<file path="config.mk">
export PLATFORM = sky130hd
export DESIGN_NAME = sa_capture
export DESIGN_NICKNAME = d
export VERILOG_FILES = /design/src/hdl/sa_pkg.sv /design/src/hdl/pin_filter.sv /design/src/hdl/sa_capture.sv /design/src/hdl/sig_store.sv
export SDC_FILE = /design/constraint.sdc
export NUM_CORES = 1
export LEC_CHECK = 0
export ABC_AREA = 0
export CAP_MARGIN = 30
export CORE_ASPECT_RATIO = 0.7
export CORE_MARGIN = 2
export CORE_UTILIZATION = 25
export CTS_BUF_LIST = sky130_fd_sc_hd__clkbuf_16
export CTS_CLUSTER_SIZE = 8
export DETAILED_ROUTE_END_ITERATION = 8
export DONT_BUFFER_PORTS = 1
export SYNTH_ARGS = -nofsm -noshare
export SYNTH_HDL_FRONTEND = slang
export SYNTH_SLANG_ARGS = --single-unit
</file>
<file path="constraint.sdc">
create_clock -name pclk -period 6.3 [get_ports pclk]
set_input_delay 1.575 -clock pclk [delete_from_list [all_inputs] [get_ports pclk]]
set_output_delay 1.575 -clock pclk [all_outputs]
set_load 0.02 [all_outputs]
</file>
<file path="src/hdl/sa_pkg.sv">
package sa_pkg;
  // register byte offsets on the apb bus
  localparam logic [7:0] OFS_CTRL = 8'h00;
  localparam logic [7:0] OFS_CMD = 8'h04;
  localparam logic [7:0] OFS_STATUS = 8'h08;
  localparam logic [7:0] OFS_SIG = 8'h0c;
  localparam logic [7:0] OFS_COMP = 8'h10;
  localparam logic [7:0] OFS_MEM_SEL = 8'h14;
  localparam logic [7:0] OFS_MEM_DATA = 8'h18;
  // control field positions
  localparam int CTL_CLK_POL = 0;
  localparam int CTL_START_POL = 1;
  localparam int CTL_STOP_POL = 2;
  localparam int CTL_QUAL_EN = 3;
  localparam int CTL_QUAL_POL = 4;
  localparam int CTL_SIG_LATCH = 5;
  localparam int CTL_UNST_LATCH = 6;
  localparam int CTL_SHOW_COMP = 7;
  localparam logic [7:0] CTRL_RESET = 8'h17;
  // command field positions
  localparam int CMD_CLEAR = 0;
  localparam int CMD_TRIGGER = 1;
  // signature store
  localparam int MEM_DEPTH = 32;
  localparam int MEM_AW = 5;
  localparam logic [5:0] MEM_FULL = 6'h20;
  localparam int SIG_W = 16;
  // timing
  localparam int CLK_PERIOD_NS = 50;
  localparam int GATE_FLASH_NS = 50000000;
  localparam int PROBE_FLASH_NS = 20000000;
  localparam int GATE_FLASH_CYCLES = GATE_FLASH_NS / CLK_PERIOD_NS;
  localparam int PROBE_FLASH_CYCLES = PROBE_FLASH_NS / CLK_PERIOD_NS;
  localparam logic [1:0] DIM_PHASE_ON = 2'h0;

  typedef enum logic [1:0] {S_INIT, S_IDLE, S_OPEN, S_DONE} gate_state_e;

  // one shift of the compression register, taps 7 9 12 16
  function automatic logic [15:0] lfsr_step(input logic [15:0] r, input logic d);
    logic fb;
    fb = d ^ r[6] ^ r[8] ^ r[11] ^ r[15];
    return {r[14:0], fb};
  endfunction

  // hex nibble to segments gfedcba, active high
  function automatic logic [6:0] hex_to_seg(input logic [3:0] n);
    logic [6:0] s;
    s = 7'h00;
    case (n)
      4'h0: s = 7'h3f;
      4'h1: s = 7'h06;
      4'h2: s = 7'h5b;
      4'h3: s = 7'h4f;
      4'h4: s = 7'h66;
      4'h5: s = 7'h6d;
      4'h6: s = 7'h7d;
      4'h7: s = 7'h07;
      4'h8: s = 7'h7f;
      4'h9: s = 7'h6f;
      4'ha: s = 7'h77;
      4'hb: s = 7'h7c;
      4'hc: s = 7'h39;
      4'hd: s = 7'h5e;
      4'he: s = 7'h79;
      default: s = 7'h71;
    endcase
    return s;
  endfunction
endpackage

</file>
<file path="src/hdl/pin_filter.sv">
`timescale 1ns/100ps
module pin_filter #(
  parameter int W = 6
) (
  // clock and reset
  input wire logic pclk,
  input wire logic presetn,
  // raw and filtered levels
  input wire logic [W-1:0] raw,
  output logic [W-1:0] level
);
  logic [W-1:0] s1;
  logic [W-1:0] s2;
  logic [W-1:0] s3;
  wire [W-1:0] next_level = (s2 & s3) | (level & (s2 ^ s3));

  always_ff @(posedge pclk or negedge presetn) begin
    if (!presetn) begin
      s1 <= '0;
      s2 <= '0;
      s3 <= '0;
      level <= '0;
    end else begin
      s1 <= raw;
      s2 <= s1;
      s3 <= s2;
      level <= next_level;
    end
  end
endmodule

</file>
<file path="src/hdl/sa_capture.sv">
// Summary of operation
// - the bits sampled between start and stop fold into one four-character signature
// - one probe sample per active edge of the measurement clock
// - clock, start and stop edges each selectable rising or falling
// - gate indicator flashes for each completed window, not at gate rate
// - probe activity shown through a fixed-length pulse stretcher
// - probe tip: bright for high, dim for high impedance, dark for low
// - instability set when a signature differs from the one before
// - qualified mode: qualifier level windows which clocked samples enter
// - qualified mode: start and stop both come from the start lead
// - qualifier level selectable high or low, only while qualified mode on
// - indicators behave the same in qualified and normal mode
// - latch off shows every signature, latch on only triggered ones
// - probe switch press stores the measured signature as triggered
// - with instability latching, an unstable signature sets and holds the flag
// - composite of all signatures since clear, with a flag while it is shown
// - after power-up defaults load, the signature memory is cleared, then measuring
// - signature shown on four seven-segment digit positions
// - in qualified mode clock edges count only at the qualifier level
// - edges default to rising and qualification off after power-up
// - a signature is triggered only after a switch press or trigger command
// - clear empties display, composite, memory, instability and aborts the window
`timescale 1ns/100ps
module sa_capture #(
  parameter int unsigned GATE_FLASH = sa_pkg::GATE_FLASH_CYCLES,
  parameter int unsigned PROBE_FLASH = sa_pkg::PROBE_FLASH_CYCLES
) (
  // apb slave
  input wire logic pclk,
  input wire logic presetn,
  input wire logic psel,
  input wire logic penable,
  input wire logic pwrite,
  input wire logic [7:0] paddr,
  input wire logic [31:0] pwdata,
  output logic [31:0] prdata,
  output logic pready,
  output logic pslverr,
  // timing pod and probe pins
  input wire logic meas_clk,
  input wire logic window_open_lead,
  input wire logic stop_qual_lead,
  input wire logic probe_above_high,
  input wire logic probe_below_low,
  input wire logic probe_switch,
  // indicators
  output logic [27:0] seg_digits,
  output logic gate_activity_indicator,
  output logic probe_activity_indicator,
  output logic probe_tip_led,
  output logic instability_indicator,
  output logic aggregate_value_indicator
);
  import sa_pkg::*;

  gate_state_e state;
  gate_state_e next_state;
  logic [5:0] pin;
  logic [5:0] pin_d;
  logic [7:0] ctrl;
  logic [15:0] lfsr;
  logic [15:0] disp;
  logic [15:0] last_sig;
  logic have_prev;
  logic [15:0] composite;
  logic trig_pend;
  logic [5:0] mem_count;
  logic [4:0] mem_sel;
  logic [4:0] init_idx;
  logic [15:0] mem_rdata;
  logic [19:0] gate_cnt;
  logic [19:0] probe_cnt;
  logic [1:0] dim_cnt;

  pin_filter #(.W(6)) u_filter (
    .pclk(pclk),
    .presetn(presetn),
    .raw({probe_switch, probe_below_low, probe_above_high, stop_qual_lead,
          window_open_lead, meas_clk}),
    .level(pin)
  );

  // apb decode
  wire setup = psel & ~penable;
  wire wr_en = psel & penable & pready & pwrite;
  wire aligned = paddr[1:0] == 2'h0;
  wire mapped = aligned & (paddr <= OFS_MEM_DATA);
  wire wr_ctrl = wr_en & (paddr == OFS_CTRL);
  wire wr_cmd = wr_en & (paddr == OFS_CMD);
  wire wr_sel = wr_en & (paddr == OFS_MEM_SEL);
  wire clear_cmd = wr_cmd & pwdata[CMD_CLEAR];

  // pin edges
  wire clk_lvl = pin[0];
  wire start_lvl = pin[1];
  wire qual_lvl = pin[2];
  wire probe_hi = pin[3];
  wire probe_lo = pin[4];
  wire sw_lvl = pin[5];
  wire clk_rise = clk_lvl & ~pin_d[0];
  wire clk_fall = ~clk_lvl & pin_d[0];
  wire st_rise = start_lvl & ~pin_d[1];
  wire st_fall = ~start_lvl & pin_d[1];
  wire sp_rise = qual_lvl & ~pin_d[2];
  wire sp_fall = ~qual_lvl & pin_d[2];
  wire qual_en = ctrl[CTL_QUAL_EN];
  wire clk_edge = ctrl[CTL_CLK_POL] ? clk_rise : clk_fall;
  wire start_edge = ctrl[CTL_START_POL] ? st_rise : st_fall;
  wire stop_on_start = ctrl[CTL_STOP_POL] ? st_rise : st_fall;
  wire stop_on_stop = ctrl[CTL_STOP_POL] ? sp_rise : sp_fall;
  wire stop_edge = qual_en ? stop_on_start : stop_on_stop;
  wire qual_ok = ~qual_en | (qual_lvl == ctrl[CTL_QUAL_POL]);
  wire clk_acc = (state == S_OPEN) & clk_edge & qual_ok;
  wire start_acc = (state == S_IDLE) & start_edge;
  wire stop_acc = (state == S_OPEN) & stop_edge;
  wire done = state == S_DONE;
  wire differs = have_prev & (lfsr != last_sig);
  // unlatched flag follows the last compare; latched one drops on clear or latch off
  wire unst_drop = clear_cmd | (done & ~ctrl[CTL_UNST_LATCH]) |
                   (wr_ctrl & ~pwdata[CTL_UNST_LATCH] & ctrl[CTL_UNST_LATCH]);
  wire store = done & trig_pend & (mem_count != MEM_FULL);
  wire trig_ev = (sw_lvl & ~pin_d[5]) | (wr_cmd & pwdata[CMD_TRIGGER]);
  wire probe_chg = (probe_hi ^ pin_d[3]) | (probe_lo ^ pin_d[4]);
  wire probe_z = ~probe_hi & ~probe_lo;
  wire [15:0] shown = ctrl[CTL_SHOW_COMP] ? composite : disp;
  wire [15:0] comp_next = {composite[14:0], composite[15]} ^ lfsr;
  wire mem_we = (state == S_INIT) | store;
  wire [4:0] mem_waddr = (state == S_INIT) ? init_idx : mem_count[4:0];
  wire [15:0] mem_wdata = (state == S_INIT) ? 16'h0000 : lfsr;
  wire [15:0] mem_view = ({1'b0, mem_sel} < mem_count) ? mem_rdata : 16'h0000;
  wire [31:0] status = {18'h0, mem_count, 3'h0, ctrl[CTL_SHOW_COMP], trig_pend,
                        instability_indicator, state == S_OPEN, state != S_INIT};

  logic [31:0] rd_mux;
  always_comb begin
    rd_mux = 32'h0000_0000;
    case (paddr)
      OFS_CTRL: rd_mux = {24'h0, ctrl};
      OFS_STATUS: rd_mux = status;
      OFS_SIG: rd_mux = {16'h0, disp};
      OFS_COMP: rd_mux = {16'h0, composite};
      OFS_MEM_SEL: rd_mux = {27'h0, mem_sel};
      OFS_MEM_DATA: rd_mux = {16'h0, mem_view};
      default: rd_mux = 32'h0000_0000;
    endcase
  end

  // gate state machine
  always_comb begin
    next_state = state;
    case (state)
      S_INIT: if (init_idx == 5'(MEM_DEPTH - 1)) next_state = S_IDLE;
      S_IDLE: if (start_acc) next_state = S_OPEN;
      S_OPEN: if (stop_acc) next_state = S_DONE;
      S_DONE: next_state = S_IDLE;
      default: next_state = S_IDLE;
    endcase
    if (clear_cmd && state != S_INIT) begin
      next_state = S_IDLE;
    end
  end

  sig_store u_store (
    .pclk(pclk),
    .we(mem_we),
    .waddr(mem_waddr),
    .wdata(mem_wdata),
    .raddr(mem_sel),
    .rdata(mem_rdata)
  );

  always_ff @(posedge pclk or negedge presetn) begin
    if (!presetn) begin
      state <= S_INIT;
      init_idx <= 5'h00;
      pin_d <= 6'h00;
    end else begin
      state <= next_state;
      init_idx <= init_idx + 5'h01;
      pin_d <= pin;
    end
  end

  // apb slave, one wait-free access phase
  always_ff @(posedge pclk or negedge presetn) begin
    if (!presetn) begin
      pready <= 1'b0;
      pslverr <= 1'b0;
      prdata <= 32'h0000_0000;
    end else begin
      pready <= setup;
      pslverr <= setup & ~mapped;
      if (setup) begin
        prdata <= mapped ? rd_mux : 32'h0000_0000;
      end
    end
  end

  // settings; qualifier level only changes with qualified mode on
  always_ff @(posedge pclk or negedge presetn) begin
    if (!presetn) begin
      ctrl <= CTRL_RESET;
      mem_sel <= 5'h00;
    end else begin
      if (wr_ctrl) begin
        ctrl <= {pwdata[7:5], pwdata[3] ? pwdata[4] : ctrl[4], pwdata[3:0]};
      end
      if (wr_sel) begin
        mem_sel <= pwdata[4:0];
      end
    end
  end

  // compression register
  always_ff @(posedge pclk or negedge presetn) begin
    if (!presetn) begin
      lfsr <= 16'h0000;
    end else if (start_acc) begin
      lfsr <= 16'h0000;
    end else if (clk_acc) begin
      lfsr <= lfsr_step(lfsr, probe_hi);
    end
  end

  // results of a completed window
  always_ff @(posedge pclk or negedge presetn) begin
    if (!presetn) begin
      disp <= 16'h0000;
      last_sig <= 16'h0000;
      have_prev <= 1'b0;
      composite <= 16'h0000;
      trig_pend <= 1'b0;
      mem_count <= 6'h00;
      instability_indicator <= 1'b0;
    end else begin
      trig_pend <= (trig_pend & ~done & ~clear_cmd) | trig_ev;
      if (clear_cmd) begin
        disp <= 16'h0000;
        composite <= 16'h0000;
        mem_count <= 6'h00;
        have_prev <= 1'b0;
      end else if (done) begin
        if (!ctrl[CTL_SIG_LATCH] || trig_pend) begin
          disp <= lfsr;
        end
        composite <= comp_next;
        last_sig <= lfsr;
        have_prev <= 1'b1;
        if (store) begin
          mem_count <= mem_count + 6'h01;
        end
      end
      if (done && differs) begin
        instability_indicator <= 1'b1;
      end else if (unst_drop) begin
        instability_indicator <= 1'b0;
      end
    end
  end

  // indicators
  always_ff @(posedge pclk or negedge presetn) begin
    if (!presetn) begin
      gate_cnt <= 20'h00000;
      probe_cnt <= 20'h00000;
      dim_cnt <= 2'h0;
      seg_digits <= 28'h0000000;
      gate_activity_indicator <= 1'b0;
      probe_activity_indicator <= 1'b0;
      probe_tip_led <= 1'b0;
      aggregate_value_indicator <= 1'b0;
    end else begin
      gate_cnt <= done ? 20'(GATE_FLASH) : gate_cnt - 20'(gate_cnt != 0);
      probe_cnt <= probe_chg ? 20'(PROBE_FLASH) : probe_cnt - 20'(probe_cnt != 0);
      gate_activity_indicator <= done | (gate_cnt > 20'h00001);
      probe_activity_indicator <= probe_chg | (probe_cnt > 20'h00001);
      dim_cnt <= dim_cnt + 2'h1;
      probe_tip_led <= probe_hi | (probe_z & (dim_cnt == DIM_PHASE_ON));
      seg_digits <= {hex_to_seg(shown[15:12]), hex_to_seg(shown[11:8]),
                     hex_to_seg(shown[7:4]), hex_to_seg(shown[3:0])};
      aggregate_value_indicator <= ctrl[CTL_SHOW_COMP];
    end
  end
endmodule

</file>
<file path="src/hdl/sig_store.sv">
`timescale 1ns/100ps
module sig_store (
  // clock
  input wire logic pclk,
  // write port
  input wire logic we,
  input wire logic [sa_pkg::MEM_AW-1:0] waddr,
  input wire logic [sa_pkg::SIG_W-1:0] wdata,
  // registered read port
  input wire logic [sa_pkg::MEM_AW-1:0] raddr,
  output logic [sa_pkg::SIG_W-1:0] rdata
);
  import sa_pkg::*;
  logic [SIG_W-1:0] mem [MEM_DEPTH];

  always_ff @(posedge pclk) begin
    if (we) begin
      mem[waddr] <= wdata;
    end
    rdata <= mem[raddr];
  end
endmodule

</file>
==> results by group, run 1 <==
Run status
  – Outcome: complete, no violations

Routing
  – DR iter-0 viols: 2070
  – Vias: 16700
  – Mean routed wirelength per cell: 20.1 um
  – DRC viols: 0
  – Detail Route Antenna Nets: 0
  – Via density per instance: 4.60
  – Wire length after detailed routing: 73.3 mm
  – Length of the first detailed-routing pass in iterations: 7

Floorplan
  – Number of primary I/O pins: 118
  – Starting density of the core: 25.3%
  – # rows: 107
  – Placeable core area: 122000 sq um
  – Die ar.: 126000 sq um
  – Overall die width: 423 um
  – Die height: 298 um

Synthesis
  – Number of register bits inferred by synthesis: 743
  – Portion of synthesized cell area occupied by the leading cell type: 50.0%
  – Synth Cell Area: 30800 sq um
  – Library cells used by synthesis: 71
  – Fraction of the yosys area taken by sequential cells: 68.5%
  – Post-synthesis cell count: 1899
  – Leading cell types by total area after synthesis: sky130_fd_sc_hd__edfxtp_1 50%, sky130_fd_sc_hd__dfrtp_1 17%, sky130_fd_sc_hd__mux4_2 9.7%
  – Number of enable-type register cells in the synthesized netlist: 512
  – Main flop type after synthesis: sky130_fd_sc_hd__edfxtp_1
  – Warning count from the yosys run: 0
  – Fraction of synthesis flops using an asynchronous set or reset pin: 28.9%
  – Syn Area/Cell: 16.2 sq um
  – Most area-hungry cell type in the Yosys netlist: sky130_fd_sc_hd__edfxtp_1

CTS
  – Clock tree root driver cell: sky130_fd_sc_hd__clkbuf_16
  – Setup bufs post-CTS: 0
  – CTS max path bufs: 3
  – Clock transition at the registers of the reported paths: 0.05 ns
  – Num Clock Sinks: 743
  – Clock latency reported for the late side of the worst-skew pair: 0.69 ns
  – Hold Buf Count CTS: 0
  – CTS-repair resized insts: 0
  – Number of buffers added by the clock tree synthesis step: 102
  – H-tree depth: 3
  – Clock tree from TritonCTS: built

Global route
  – Pin count of the biggest net entering global routing: 216
  – Global-route wire length before repair: 109 mm
  – Vias in the first global route: 16200
  – Total congestion overflow: 0
  – Antenna violations before repair: 3
  – Global router's overall resource usage: 11.5%

Placed design
  – Routability congestion estimate from global placement: 0.821
  – DP Area: 32800 sq um
  – Total half-perimeter wirelength after legalization and detailed placement: 44.6 mm
  – Number of buffers inserted by port buffering: 0

Min path
  – Worst hold path type: reg -> reg

STA
  – Final Max Tran Viols: 0
  – Final setup TNS: 0 ns
  – Fin crit share: 56.2%
  – Tightest hold margin: 0.341 ns
  – Final Hold Violating Endpoints: 0
  – Post-layout minimum cycle time: 3.54 ns
  – Relative slew margins: 28.9%
  – Unrepaired setup endpoints after global routing: no
  – Worst slew pin tran: 1.07 ns
  – Max Clock Freq: 283 MHz
  – Skew final: 0.0610 ns
  – Number of setup violations in the final report: 0

Finish
  – Post-Layout Inst Area: 35700 sq um
  – Layout area overhead: 16.1%
  – Final core utilization: 29.3%
  – Fill cells: 12000
  – # nets final: 2061
  – Share of post-route cells with drive strength above 1: 18.9%

Critical path
  – Setup slack on the worst flop-to-flop path: 2.76 ns
  – Worst setup SP type: flop
  – Highest fanout seen on the critical path: 9
  – Worst path required time: 6.67 ns
  – Sort of element at the end of the critical path: flop
  – Data arrival time at the worst-slack endpoint: 3.91 ns
  – Kind of critical path: reg -> reg

Power
  – Worst-case vdd ir drop: 0.235 mV
  – Power per cell area: 331 nW/um^2
  – Leakage dissipation: 0.0131 uW

Flow run
  – Number of maximum-capacitance constraint violations: 0
cells in the final DEF, fill, tap and decap left out, types with 8 or more instances in the layout:
cell type                   Yosys  layout
sky130_fd_sc_hd__edfxtp_1     512     512
sky130_fd_sc_hd__dfrtp_1      211     209
sky130_fd_sc_hd__nor2_1       174     174
sky130_fd_sc_hd__mux4_2       132     132
sky130_fd_sc_hd__clkbuf_16      0     103
sky130_fd_sc_hd__inv_1         43      79
sky130_fd_sc_hd__mux2i_1       72      72
sky130_fd_sc_hd__a21oi_1       66      66
sky130_fd_sc_hd__nand2_1       64      64
sky130_fd_sc_hd__buf_4         24      55
sky130_fd_sc_hd__ha_1          51      50
sky130_fd_sc_hd__xnor2_1       46      46
sky130_fd_sc_hd__o22ai_1       36      36
sky130_fd_sc_hd__mux2_2        29      29
sky130_fd_sc_hd__xor2_1        29      29
sky130_fd_sc_hd__a211oi_1      21      21
sky130_fd_sc_hd__nor2b_1       37      20
sky130_fd_sc_hd__or4_1         17      17
sky130_fd_sc_hd__nor4_1        17      17
sky130_fd_sc_hd__nor3_1        16      16
sky130_fd_sc_hd__conb_1         1      16
sky130_fd_sc_hd__dfxtp_1       16      16
sky130_fd_sc_hd__nand2b_1      15      15
sky130_fd_sc_hd__o21ai_0       13      13
sky130_fd_sc_hd__nor2b_2        0      13
sky130_fd_sc_hd__nand3_1       12      12
sky130_fd_sc_hd__o211ai_1      12      12
sky130_fd_sc_hd__or3_1         10      10
sky130_fd_sc_hd__a22oi_1       10      10
sky130_fd_sc_hd__mux2_4        10      10
sky130_fd_sc_hd__a22o_1         9       9
sky130_fd_sc_hd__a21o_1         8       8
sky130_fd_sc_hd__o31ai_1        8       8
sequential cells by signal, indices dropped and copies added (netlist names), 16 cells and up:
name / cells
u_store.mem: 512
seg_digits: 28
gate_cnt: 20
probe_cnt: 20
composite: 16
disp: 16
last_sig: 16
lfsr: 16
prdata: 16
u_store.rdata: 16
area by class of cell:
| type | count | area [sq um] | share of cell area, % |
|---|---|---|---|
| Antenna cell | 1 | 2.50 | 0.00701 |
| Sequential cell | 743 | 21100 | 59.0 |
| Timing Repair Buffer | 58 | 468 | 1.31 |
| Tap cell | 1635 | 2050 | 5.73 |
| Multi-Input combinational cell | 1010 | 9080 | 25.4 |
| Clock buffer | 103 | 2580 | 7.22 |
| Clock inverter | 42 | 284 | 0.795 |
| Inverter | 44 | 165 | 0.462 |
kinds of logic after synthesis:
kind of cell | share of synthesized area [%]
xor gates and xnor gates | 2.13
AOI/OAI and AO/OA | 4.86
buffers and inverters | 2.41
muxes | 13.6
and+or+nand+nor | 6.45
adders and majority gates | 2.07
other | 0.0122
DFF | 68.5
report_power, final:
| group | leakage (uW) | total, uW | internal, uW | switching, uW |
|---|---|---|---|---|
| Combinational | 0.00361 | 1180 | 421 | 764 |
| Clock | 0.00152 | 4940 | 2900 | 2040 |
| Sequential | 0.00797 | 5680 | 5470 | 211 |
worst paths after layout:
kind,start,to,depth (start not counted)
setup / recovery,mem_count[0],u_store.mem[17][9],7
hold / removal,u_filter.s1[3],u_filter.s2[3],0
setup reg to reg,mem_count[0],u_store.mem[17][9],7
hold reg to reg,u_filter.s1[3],u_filter.s2[3],0
max in group asynchronous,presetn,mem_sel[1],0
min in group asynchronous,presetn,probe_activity_indicator,0
stage by stage:
step | setup WS (ns) | power (uW) | cells
floorplan | 2.97 | 6580 | 1914
global placement | 2.61 | 6920 | 3489
detailed placement | 2.63 | 6940 | 3490
CTS | 2.81 | 11900 | 3635
global route | 2.57 | 12300 | 3635
finish | 2.76 | 11800 | 3636
Yosys cell counts, drive strengths merged (10+ instances only):
| cell type | count |
|---|---|
| o211ai | 12 |
| nand2 | 64 |
| nand2b | 15 |
| ha | 51 |
| or4 | 17 |
| edfxtp | 512 |
| a22oi | 10 |
| dfrtp | 211 |
| a211oi | 21 |
| dfxtp | 16 |
| buf | 54 |
| inv | 43 |
| nor2 | 174 |
| nand3 | 12 |
| or3 | 10 |
| xnor2 | 46 |
| nor4 | 18 |
| xor2 | 29 |
| mux2i | 72 |
| o21ai | 14 |
| nor2b | 37 |
| a21oi | 67 |
| mux2 | 39 |
| clkbuf | 63 |
| nor3 | 18 |
| mux4 | 132 |
| o22ai | 36 |
critical path, stage by stage, from the launching register on:
cell and delay, ns:
sky130_fd_sc_hd__dfrtp_1 0.50, sky130_fd_sc_hd__inv_1 0.15, sky130_fd_sc_hd__ha_1 0.24, sky130_fd_sc_hd__a41oi_1 0.60, sky130_fd_sc_hd__nand3_1 0.20, sky130_fd_sc_hd__o32a_1 0.39, sky130_fd_sc_hd__nor2_1 0.79, sky130_fd_sc_hd__buf_4 0.34
layer usage:
layer	track usage, %	up-vias	part of all wire, %
met4	3.24	0	1.8
met5	0	-	0
met3	3.19	85	9.3
met1	18.0	8628	48
li1	-	7339	-
met2	15.1	672	41
No activity file was read; power rests on OpenSTA's default activity.
==> inputs of run 2 (changes only) <==
Settings changed: ABC_AREA 0 to 1.
Clock period 6.3 ns to 3.2 ns, I/O delays scaled along.
==> results by group, run 2 <==
Run status
  – Outcome: finished with violations (was complete, no violations)
  – Violated checks: negative hold slack

Critical path
  – Highest fanout seen on the critical path: 10 (was 9)
  – Sort of element at the end of the critical path: flop (unchanged)
  – Worst setup SP type: flop (unchanged)
  – Kind of critical path: reg -> reg (unchanged)
  – Data arrival time at the worst-slack endpoint: 3.01 ns (was 3.91 ns)
  – Worst path required time: 3.56 ns (was 6.67 ns)

CTS
  – Num Clock Sinks: 743 (unchanged)
  – CTS max path bufs: 3 (unchanged)
  – Setup bufs post-CTS: 0 (unchanged)
  – H-tree depth: 3 (unchanged)
  – Clock latency reported for the late side of the worst-skew pair: 0.69 ns (about the same)
  – Number of buffers added by the clock tree synthesis step: 102 (unchanged)
  – Clock transition at the registers of the reported paths: 0.05 ns (about the same)
  – Clock tree root driver cell: sky130_fd_sc_hd__clkbuf_16 (unchanged)
  – Clock tree from TritonCTS: built (unchanged)

Synthesis
  – Library cells used by synthesis: 46 (was 71)
  – Fraction of synthesis flops using an asynchronous set or reset pin: 28.9% (unchanged)
  – Warning count from the yosys run: 0 (unchanged)
  – Main flop type after synthesis: sky130_fd_sc_hd__edfxtp_1 (unchanged)
  – Portion of synthesized cell area occupied by the leading cell type: 47.9% (was 50.0%)
  – Syn Area/Cell: 10.5 sq um (was 16.2 sq um)
  – Synth Cell Area: 32100 sq um (was 30800 sq um)
  – Post-synthesis cell count: 3059 (was 1899)
  – Most frequently used cell type in the post-synthesis netlist: sky130_fd_sc_hd__nand2_1 (was sky130_fd_sc_hd__edfxtp_1)
  – Most area-hungry cell type in the Yosys netlist: sky130_fd_sc_hd__edfxtp_1 (unchanged)
  – Number of enable-type register cells in the synthesized netlist: 512 (unchanged)
  – Number of register bits inferred by synthesis: 743 (unchanged)
  – Most frequent cells after synthesis: 907 x sky130_fd_sc_hd__nand2_1, 512 x sky130_fd_sc_hd__edfxtp_1, 451 x sky130_fd_sc_hd__nand3_1 (was 512 x sky130_fd_sc_hd__edfxtp_1, 211 x sky130_fd_sc_hd__dfrtp_1, 174 x sky130_fd_sc_hd__nor2_1)
  – Leading cell types by total area after synthesis: sky130_fd_sc_hd__edfxtp_1 48%, sky130_fd_sc_hd__dfrtp_1 16%, sky130_fd_sc_hd__nand2_1 11% (was sky130_fd_sc_hd__edfxtp_1 50%, sky130_fd_sc_hd__dfrtp_1 17%, sky130_fd_sc_hd__mux4_2 9.7%)
  – Fraction of the yosys area taken by sequential cells: 65.7% (was 68.5%)

Finish
  – Final core utilization: 29.2% (was 29.3%)
  – Regs by FF count: u_store.mem x512, seg_digits x28 (unchanged)
  – Most used cells in the layout excluding fill and tap cells: 907 x sky130_fd_sc_hd__nand2_1, 512 x sky130_fd_sc_hd__edfxtp_1, 451 x sky130_fd_sc_hd__nand3_1 (was 512 x sky130_fd_sc_hd__edfxtp_1, 209 x sky130_fd_sc_hd__dfrtp_1, 174 x sky130_fd_sc_hd__nor2_1)
  – Share of post-route cells with drive strength above 1: 8.76% (was 18.9%)
  – Layout area overhead: 15.2% (was 16.1%)
  – Top register by number of flip-flops: u_store.mem (unchanged)
  – # nets final: 3218 (was 2061)
  – Max FFs per register: 512 (unchanged)
  – Commonest non-fill, non-tap cell in the layout: sky130_fd_sc_hd__nand2_1 (was sky130_fd_sc_hd__edfxtp_1)
  – Antenna diode instance count: 0 (was 1)

Global route
  – Antenna violations before repair: 0 (was 3)
  – Global-route wire length before repair: 128 mm (was 109 mm)
  – Vias in the first global route: 20600 (was 16200)
  – Total congestion overflow: 0 (unchanged)
  – Global router's overall resource usage: 12.7% (was 11.5%)
  – Pin count of the biggest net entering global routing: 216 (unchanged)

Power
  – Switching share of power: 27.2% (was 25.5%)
  – Proportion of power drawn by the clock network: 39.7% (was 41.8%)
  – Flop pwr share: 47.7% (was 48.1%)
  – Worst-case vdd ir drop: 0.421 mV (was 0.235 mV)
  – Switch Pwr: 6600 uW (was 3010 uW)
  – Fraction of power consumed by combinational cells: 12.5% (was 10.0%)
  – Leakage dissipation: 0.0141 uW (was 0.0131 uW)
  – Internal power contribution: 17700 uW (was 8790 uW)
  – Power per cell area: 657 nW/um^2 (was 331 nW/um^2)

Routing
  – Vias: 22100 (was 16700)
  – DRC viols: 0 (unchanged)
  – Detail Route Antenna Nets: 0 (unchanged)
  – Mean routed wirelength per cell: 17.4 um (was 20.1 um)
  – Wire length after detailed routing: 84.0 mm (was 73.3 mm)
  – DR iter-0 viols: 2719 (was 2070)
  – Via density per instance: 4.57 (was 4.60)
  – Length of the first detailed-routing pass in iterations: 6 (was 7)

Min path
  – Worst hold path type: in -> async (was reg -> reg)

Floorplan
  – Die height: 304 um (was 298 um)
  – Number of primary I/O pins: 118 (unchanged)
  – Starting density of the core: 25.3% (about the same)
  – Placeable core area: 127000 sq um (was 122000 sq um)
  – Overall die width: 432 um (was 423 um)
  – Die ar.: 131000 sq um (was 126000 sq um)
  – # rows: 109 (was 107)

STA
  – Post-layout minimum cycle time: 2.65 ns (was 3.54 ns)
  – Final Hold Violating Endpoints: 211 (was 0)
  – Final Max Tran Viols: 0 (unchanged)
  – Max Clock Freq: 378 MHz (was 283 MHz)
  – Worst slew pin tran: 0.975 ns (was 1.07 ns)
  – Final setup TNS: 0 ns (unchanged)
  – Unrepaired setup endpoints after global routing: no (unchanged)
  – Fin crit share: 82.8% (was 56.2%)
  – Skew final: 0.0488 ns (was 0.0610 ns)
  – Tightest hold margin: -0.145 ns (was 0.341 ns)
  – Relative slew margins: 34.3% (was 28.9%)
  – Number of setup violations in the final report: 0 (unchanged)

Flow run
  – Number of maximum-capacitance constraint violations: 0 (unchanged)

Placed design
  – Number of buffers inserted by port buffering: 0 (unchanged)
  – Total half-perimeter wirelength after legalization and detailed placement: 51.8 mm (was 44.6 mm)
  – Routability congestion estimate from global placement: 0.827 (was 0.821)
[run 2: changes by cell type in the layout (fill, tap and decap cells not counted), moves of 18 or more]
| cell | change |
|---|---|
| sky130_fd_sc_hd__a211oi_1 | -21 |
| sky130_fd_sc_hd__inv_1 | +131 |
| sky130_fd_sc_hd__mux2_2 | -29 |
| sky130_fd_sc_hd__mux4_2 | -132 |
| sky130_fd_sc_hd__nand3_1 | +439 |
| sky130_fd_sc_hd__buf_4 | +29 |
| sky130_fd_sc_hd__nor2b_1 | -20 |
| sky130_fd_sc_hd__xnor2_1 | -18 |
| sky130_fd_sc_hd__mux2i_1 | -72 |
| sky130_fd_sc_hd__nand4_1 | +18 |
| sky130_fd_sc_hd__nand2_1 | +843 |
| sky130_fd_sc_hd__o21ai_0 | +78 |
[run 2: worst paths after layout]
kind	startpoint	to	slack (ns)	depth (start not counted)
setup / recovery	state[0]	u_store.mem[4][15]	0.55	10
hold / removal	presetn	probe_cnt[4]	-0.14	0
setup reg to reg	state[0]	u_store.mem[4][15]	0.55	10
hold reg to reg	u_filter.s1[4]	u_filter.s2[4]	0.35	0
max in group asynchronous	presetn	mem_sel[1]	2.80	0
min in group pclk	meas_clk	u_filter.s1[0]	0.16	0
[run 2: worst max-delay path: stages (launching register included)]
cell                      delay, ns
sky130_fd_sc_hd__dfrtp_1       0.41
sky130_fd_sc_hd__inv_1         0.09
sky130_fd_sc_hd__ha_1          0.44
sky130_fd_sc_hd__inv_2         0.12
sky130_fd_sc_hd__or2_1         0.24
sky130_fd_sc_hd__o21ai_2       0.09
sky130_fd_sc_hd__inv_1         0.08
sky130_fd_sc_hd__nor2_1        0.12
sky130_fd_sc_hd__nand2_2       0.21
sky130_fd_sc_hd__nor2_1        0.26
sky130_fd_sc_hd__buf_4         0.28
[run 2: cell families after synthesis]
group,count (synthesis),share of synthesized area (%)
xor gates and xnor gates,43,1.17
AOI/OAI and AO/OA,247,4.35
DFF,743,65.7
buffers and inverters,341,5.18
adders and majority gates,51,1.99
other,1,0.0117
and+or+nand+nor,1633,21.6
[run 2: routing by layer]
metal / up-vias / wire [um] / track usage [%]
met1: 10700 / 41400 / 19.9
met5: - / 0 / 0
li1: 10400 / - / -
met2: 784 / 34000 / 17.1
met4: 0 / 1270 / 2.90
met3: 107 / 7370 / 3.09
[run 2: per-stage QoR]
stage / instance area (sq um) / power, uW / hold slack, ns / instances / worst slack [ns]
after floorplan: 32200 / 13700 / 0.331 / 3074 / 0.714
after global placement: 34200 / 14700 / 0.332 / 4677 / 0.613
after detailed placement: 34200 / 14800 / 0.336 / 4677 / 0.585
after CTS: 37000 / 24400 / -0.211 / 4826 / 0.577
after global routing: 37000 / 25300 / -0.192 / 4826 / 0.261
final: 37000 / 24300 / -0.145 / 4826 / 0.552
[run 2: layout make-up]
class	instances	area, sq um
Fill cell	12900	89800
Sequential cell	743	21100
Multi-Input combinational cell	1990	9480
Clock buffer	102	2550
Tap cell	1665	2080
Timing Repair Buffer	94	831
Inverter	185	704
Clock inverter	47	246
[run 2: what timing repair did]
action / CTS / global route
gates resized for setup: 0 / 0
endpoints found under the setup margin: 0 / 0
endpoints found under the hold margin: 211 / 211
[run 2: power by group through the flow]
stage	logic (uW)	registers (uW)	clock network, uW
after floorplan	2050	11700	0
final	3040	11600	9650
after global placement	2960	11700	0
after detailed placement	3000	11800	0
after global routing	3380	11700	10300
after CTS	3020	11600	9830
==> inputs of run 3 (changes only) <==
Settings changed: ABC_AREA 1 to 0.
Clock period 3.2 ns to 2.4 ns, I/O delays scaled along.
==> results by group, run 3 (synthesis results as in run 1) <==
Run status
  – Outcome: finished with violations (unchanged)
  – Violated checks: negative hold slack, negative setup slack (was negative hold slack)

STA
  – Final Hold Violating Endpoints: 211 (unchanged)
  – Relative slew margins: 54.8% (was 34.3%)
  – Post-layout minimum cycle time: 2.52 ns (was 2.65 ns)
  – Tightest hold margin: -0.332 ns (was -0.145 ns)
  – Skew final: 0.0589 ns (was 0.0488 ns)
  – Number of setup violations in the final report: 15 (was 0)
  – Final Worst Setup Slack: -0.125 ns (was 0.552 ns)
  – Unrepaired setup endpoints after global routing: yes (was no)
  – Worst slew pin tran: 0.672 ns (was 0.975 ns)
  – Fin crit share: 105% (was 82.8%)
  – Final Max Tran Viols: 0 (unchanged)
  – Max Clock Freq: 396 MHz (was 378 MHz)

CTS
  – Num Clock Sinks: 743 (unchanged)
  – Clock latency reported for the late side of the worst-skew pair: 0.70 ns (was 0.69 ns)
  – Clock tree from TritonCTS: built (unchanged)
  – Clock transition at the registers of the reported paths: 0.05 ns (about the same)
  – Clock tree root driver cell: sky130_fd_sc_hd__clkbuf_16 (unchanged)
  – Hold Buf Count CTS: 6
  – CTS max path bufs: 3 (unchanged)
  – Number of buffers added by the clock tree synthesis step: 102 (unchanged)
  – H-tree depth: 3 (unchanged)

Routing
  – Via density per instance: 4.57 (about the same)
  – DRC viols: 0 (unchanged)
  – Detail Route Antenna Nets: 0 (unchanged)
  – Length of the first detailed-routing pass in iterations: 5 (was 6)
  – Vias: 17300 (was 22100)
  – DR iter-0 viols: 1796 (was 2719)
  – Wire length after detailed routing: 74.9 mm (was 84.0 mm)
  – Mean routed wirelength per cell: 19.8 um (was 17.4 um)

Floorplan
  – Die ar.: 126000 sq um (was 131000 sq um)
  – Starting density of the core: 25.3% (about the same)
  – # rows: 107 (was 109)
  – Overall die width: 423 um (was 432 um)
  – Die height: 298 um (was 304 um)
  – Placeable core area: 122000 sq um (was 127000 sq um)
  – Number of primary I/O pins: 118 (unchanged)

Global route
  – Vias in the first global route: 17400 (was 20600)
  – Antenna violations before repair: 1 (was 0)
  – Global router's overall resource usage: 11.7% (was 12.7%)
  – Pin count of the biggest net entering global routing: 216 (unchanged)
  – Global-route wire length before repair: 113 mm (was 128 mm)
  – Total congestion overflow: 0 (unchanged)

Critical path
  – Highest fanout seen on the critical path: 5 (was 10)
  – Setup slack on the worst flop-to-flop path: -0.12 ns (was 0.55 ns)
  – Worst path required time: 2.93 ns (was 3.56 ns)
  – Slowest Stage Delay on Critical Path: 0.56 ns (was 0.44 ns)
  – Reg2Reg Launch Point: gate_cnt[12] (was state[0])
  – Worst setup SP type: flop (unchanged)
  – Sort of element at the end of the critical path: flop (unchanged)
  – Critical register-to-register path endpoint: gate_cnt[6] (was u_store.mem[4][15])
  – Kind of critical path: reg -> reg (unchanged)
  – Crit path cell chain: or4_4, nor4_4, nand4_1, nand2b_4, ha_4, ha_4, or4b_4, nor3_2, or3b_4 (was inv_1, ha_1, inv_2, or2_1, o21ai_2, inv_1, nor2_1, nand2_2, nor2_1, buf_4)
  – Dominant cell type by count on the critical path: sky130_fd_sc_hd__ha_4
  – Data arrival time at the worst-slack endpoint: 3.05 ns (was 3.01 ns)
  – Worst Path Buf+Inv: 0 (was 4)
  – CP max-delay cell: sky130_fd_sc_hd__or4_4 (was sky130_fd_sc_hd__ha_1)
  – Critical Path Start: gate_cnt[12] (was state[0])
  – Crit path max-delay family: simple AND/OR/NAND/NOR gates (unchanged)
  – Number of cells on the worst reg-to-reg path: 9 (was 10)

Finish
  – Top register by number of flip-flops: u_store.mem (unchanged)
  – Max FFs per register: 512 (unchanged)
  – Commonest non-fill, non-tap cell in the layout: sky130_fd_sc_hd__edfxtp_1 (was sky130_fd_sc_hd__nand2_1)
  – Most used cells in the layout excluding fill and tap cells: 512 x sky130_fd_sc_hd__edfxtp_1, 209 x sky130_fd_sc_hd__dfrtp_1, 142 x sky130_fd_sc_hd__nor2_1 (was 907 x sky130_fd_sc_hd__nand2_1, 512 x sky130_fd_sc_hd__edfxtp_1, 451 x sky130_fd_sc_hd__nand3_1)
  – Fin cells: 3788 (was 4826)
  – Antenna diode instance count: 0 (unchanged)
  – Regs by FF count: u_store.mem x512, seg_digits x28 (unchanged)
  – Final core utilization: 31.1% (was 29.2%)
  – Layout area overhead: 23.3% (was 15.2%)
  – # nets final: 2201 (was 3218)
  – Share of post-route cells with drive strength above 1: 26.8% (was 8.76%)

Power
  – Leakage dissipation: 0.0139 uW (was 0.0141 uW)
  – Overall Power: 32100 uW (was 24300 uW)
  – Fraction of power consumed by combinational cells: 13.1% (was 12.5%)
  – Proportion of power drawn by the clock network: 40.7% (was 39.7%)
  – Switching share of power: 26.1% (was 27.2%)
  – Switch Pwr: 8370 uW (was 6600 uW)
  – Flop pwr share: 46.1% (was 47.7%)
  – Worst-case vdd ir drop: 0.622 mV (was 0.421 mV)
  – Power per cell area: 847 nW/um^2 (was 657 nW/um^2)
  – Internal power contribution: 23800 uW (was 17700 uW)

Flow run
  – Number of maximum-capacitance constraint violations: 0 (unchanged)

Placed design
  – Cells after DPL: 3616 (was 4677)
  – Worst setup timing slack at the placement stage: -0.229 ns (was 0.585 ns)
  – Total half-perimeter wirelength after legalization and detailed placement: 48.9 mm (was 51.8 mm)
  – Routability congestion estimate from global placement: 0.822 (was 0.827)
  – Number of buffers inserted by port buffering: 0 (unchanged)

Min path
  – Worst hold path type: in -> async (unchanged)
run 3: worst reg2reg max path, cell delays in order (launching register included):
cell and delay (ns):
sky130_fd_sc_hd__dfrtp_1 0.37, sky130_fd_sc_hd__or4_4 0.56, sky130_fd_sc_hd__nor4_4 0.19, sky130_fd_sc_hd__nand4_1 0.16
sky130_fd_sc_hd__nand2b_4 0.18, sky130_fd_sc_hd__ha_4 0.16, sky130_fd_sc_hd__ha_4 0.15, sky130_fd_sc_hd__or4b_4 0.24
sky130_fd_sc_hd__nor3_2 0.04, sky130_fd_sc_hd__or3b_4 0.35
run 3: repair_timing:
action / CTS / global route
gates resized for setup: 6 / 20
setup buffers: 8 / 0
pin swaps: 8 / 14
endpoints found under the hold margin: 221 / 212
endpoints found under the setup margin: 146 / 224
run 3: power groups by stage:
stage	sequential [uW]	clock [uW]	combinational, uW
floorplan	15000	0	2610
global placement	15000	0	3980
detailed placement	15000	0	4010
CTS	14800	13400	4120
global route	14900	13900	4560
finish	14800	13100	4220
run 3: cell type report:
class	count	area (sq um)
clock buffer	103	2580
inverter	44	166
clock inverter	55	340
fill	11900	83900
multi-input combinational	1010	9510
timing repair buffer	198	2200
sequential	743	21100
tap	1635	2050
run 3: worst max path at each step:
stage | endpoint | slack (ns) | cells past startpoint
after floorplan | gate_cnt[6] | -0.22 | 10
after global placement | gate_cnt[6] | -0.22 | 9
after detailed placement | gate_cnt[6] | -0.23 | 9
after CTS | gate_cnt[6] | -0.14 | 9
after global routing | gate_cnt[18] | -0.28 | 11
final | gate_cnt[6] | -0.12 | 9
run 3: layer usage:
layer  vias up  track usage [%]  wire (um)
met5         -                0          0
met1      8995             18.3      37000
li1       7641                -          -
met3       117             2.72       5050
met2       571             16.3      31500
met4         0             2.72       1370
run 3: metrics by stage:
| stage | setup TNS [ns] | hold slack, ns | area (sq um) |
|---|---|---|---|
| CTS | -1.27 | -0.391 | 37800 |
| detailed placement | -8.67 | 0.328 | 34700 |
| floorplan | -0.679 | 0.304 | 31200 |
| global route | -4.01 | -0.379 | 37900 |
| finish | -1.03 | -0.332 | 37900 |
| global placement | -9.97 | 0.327 | 34700 |
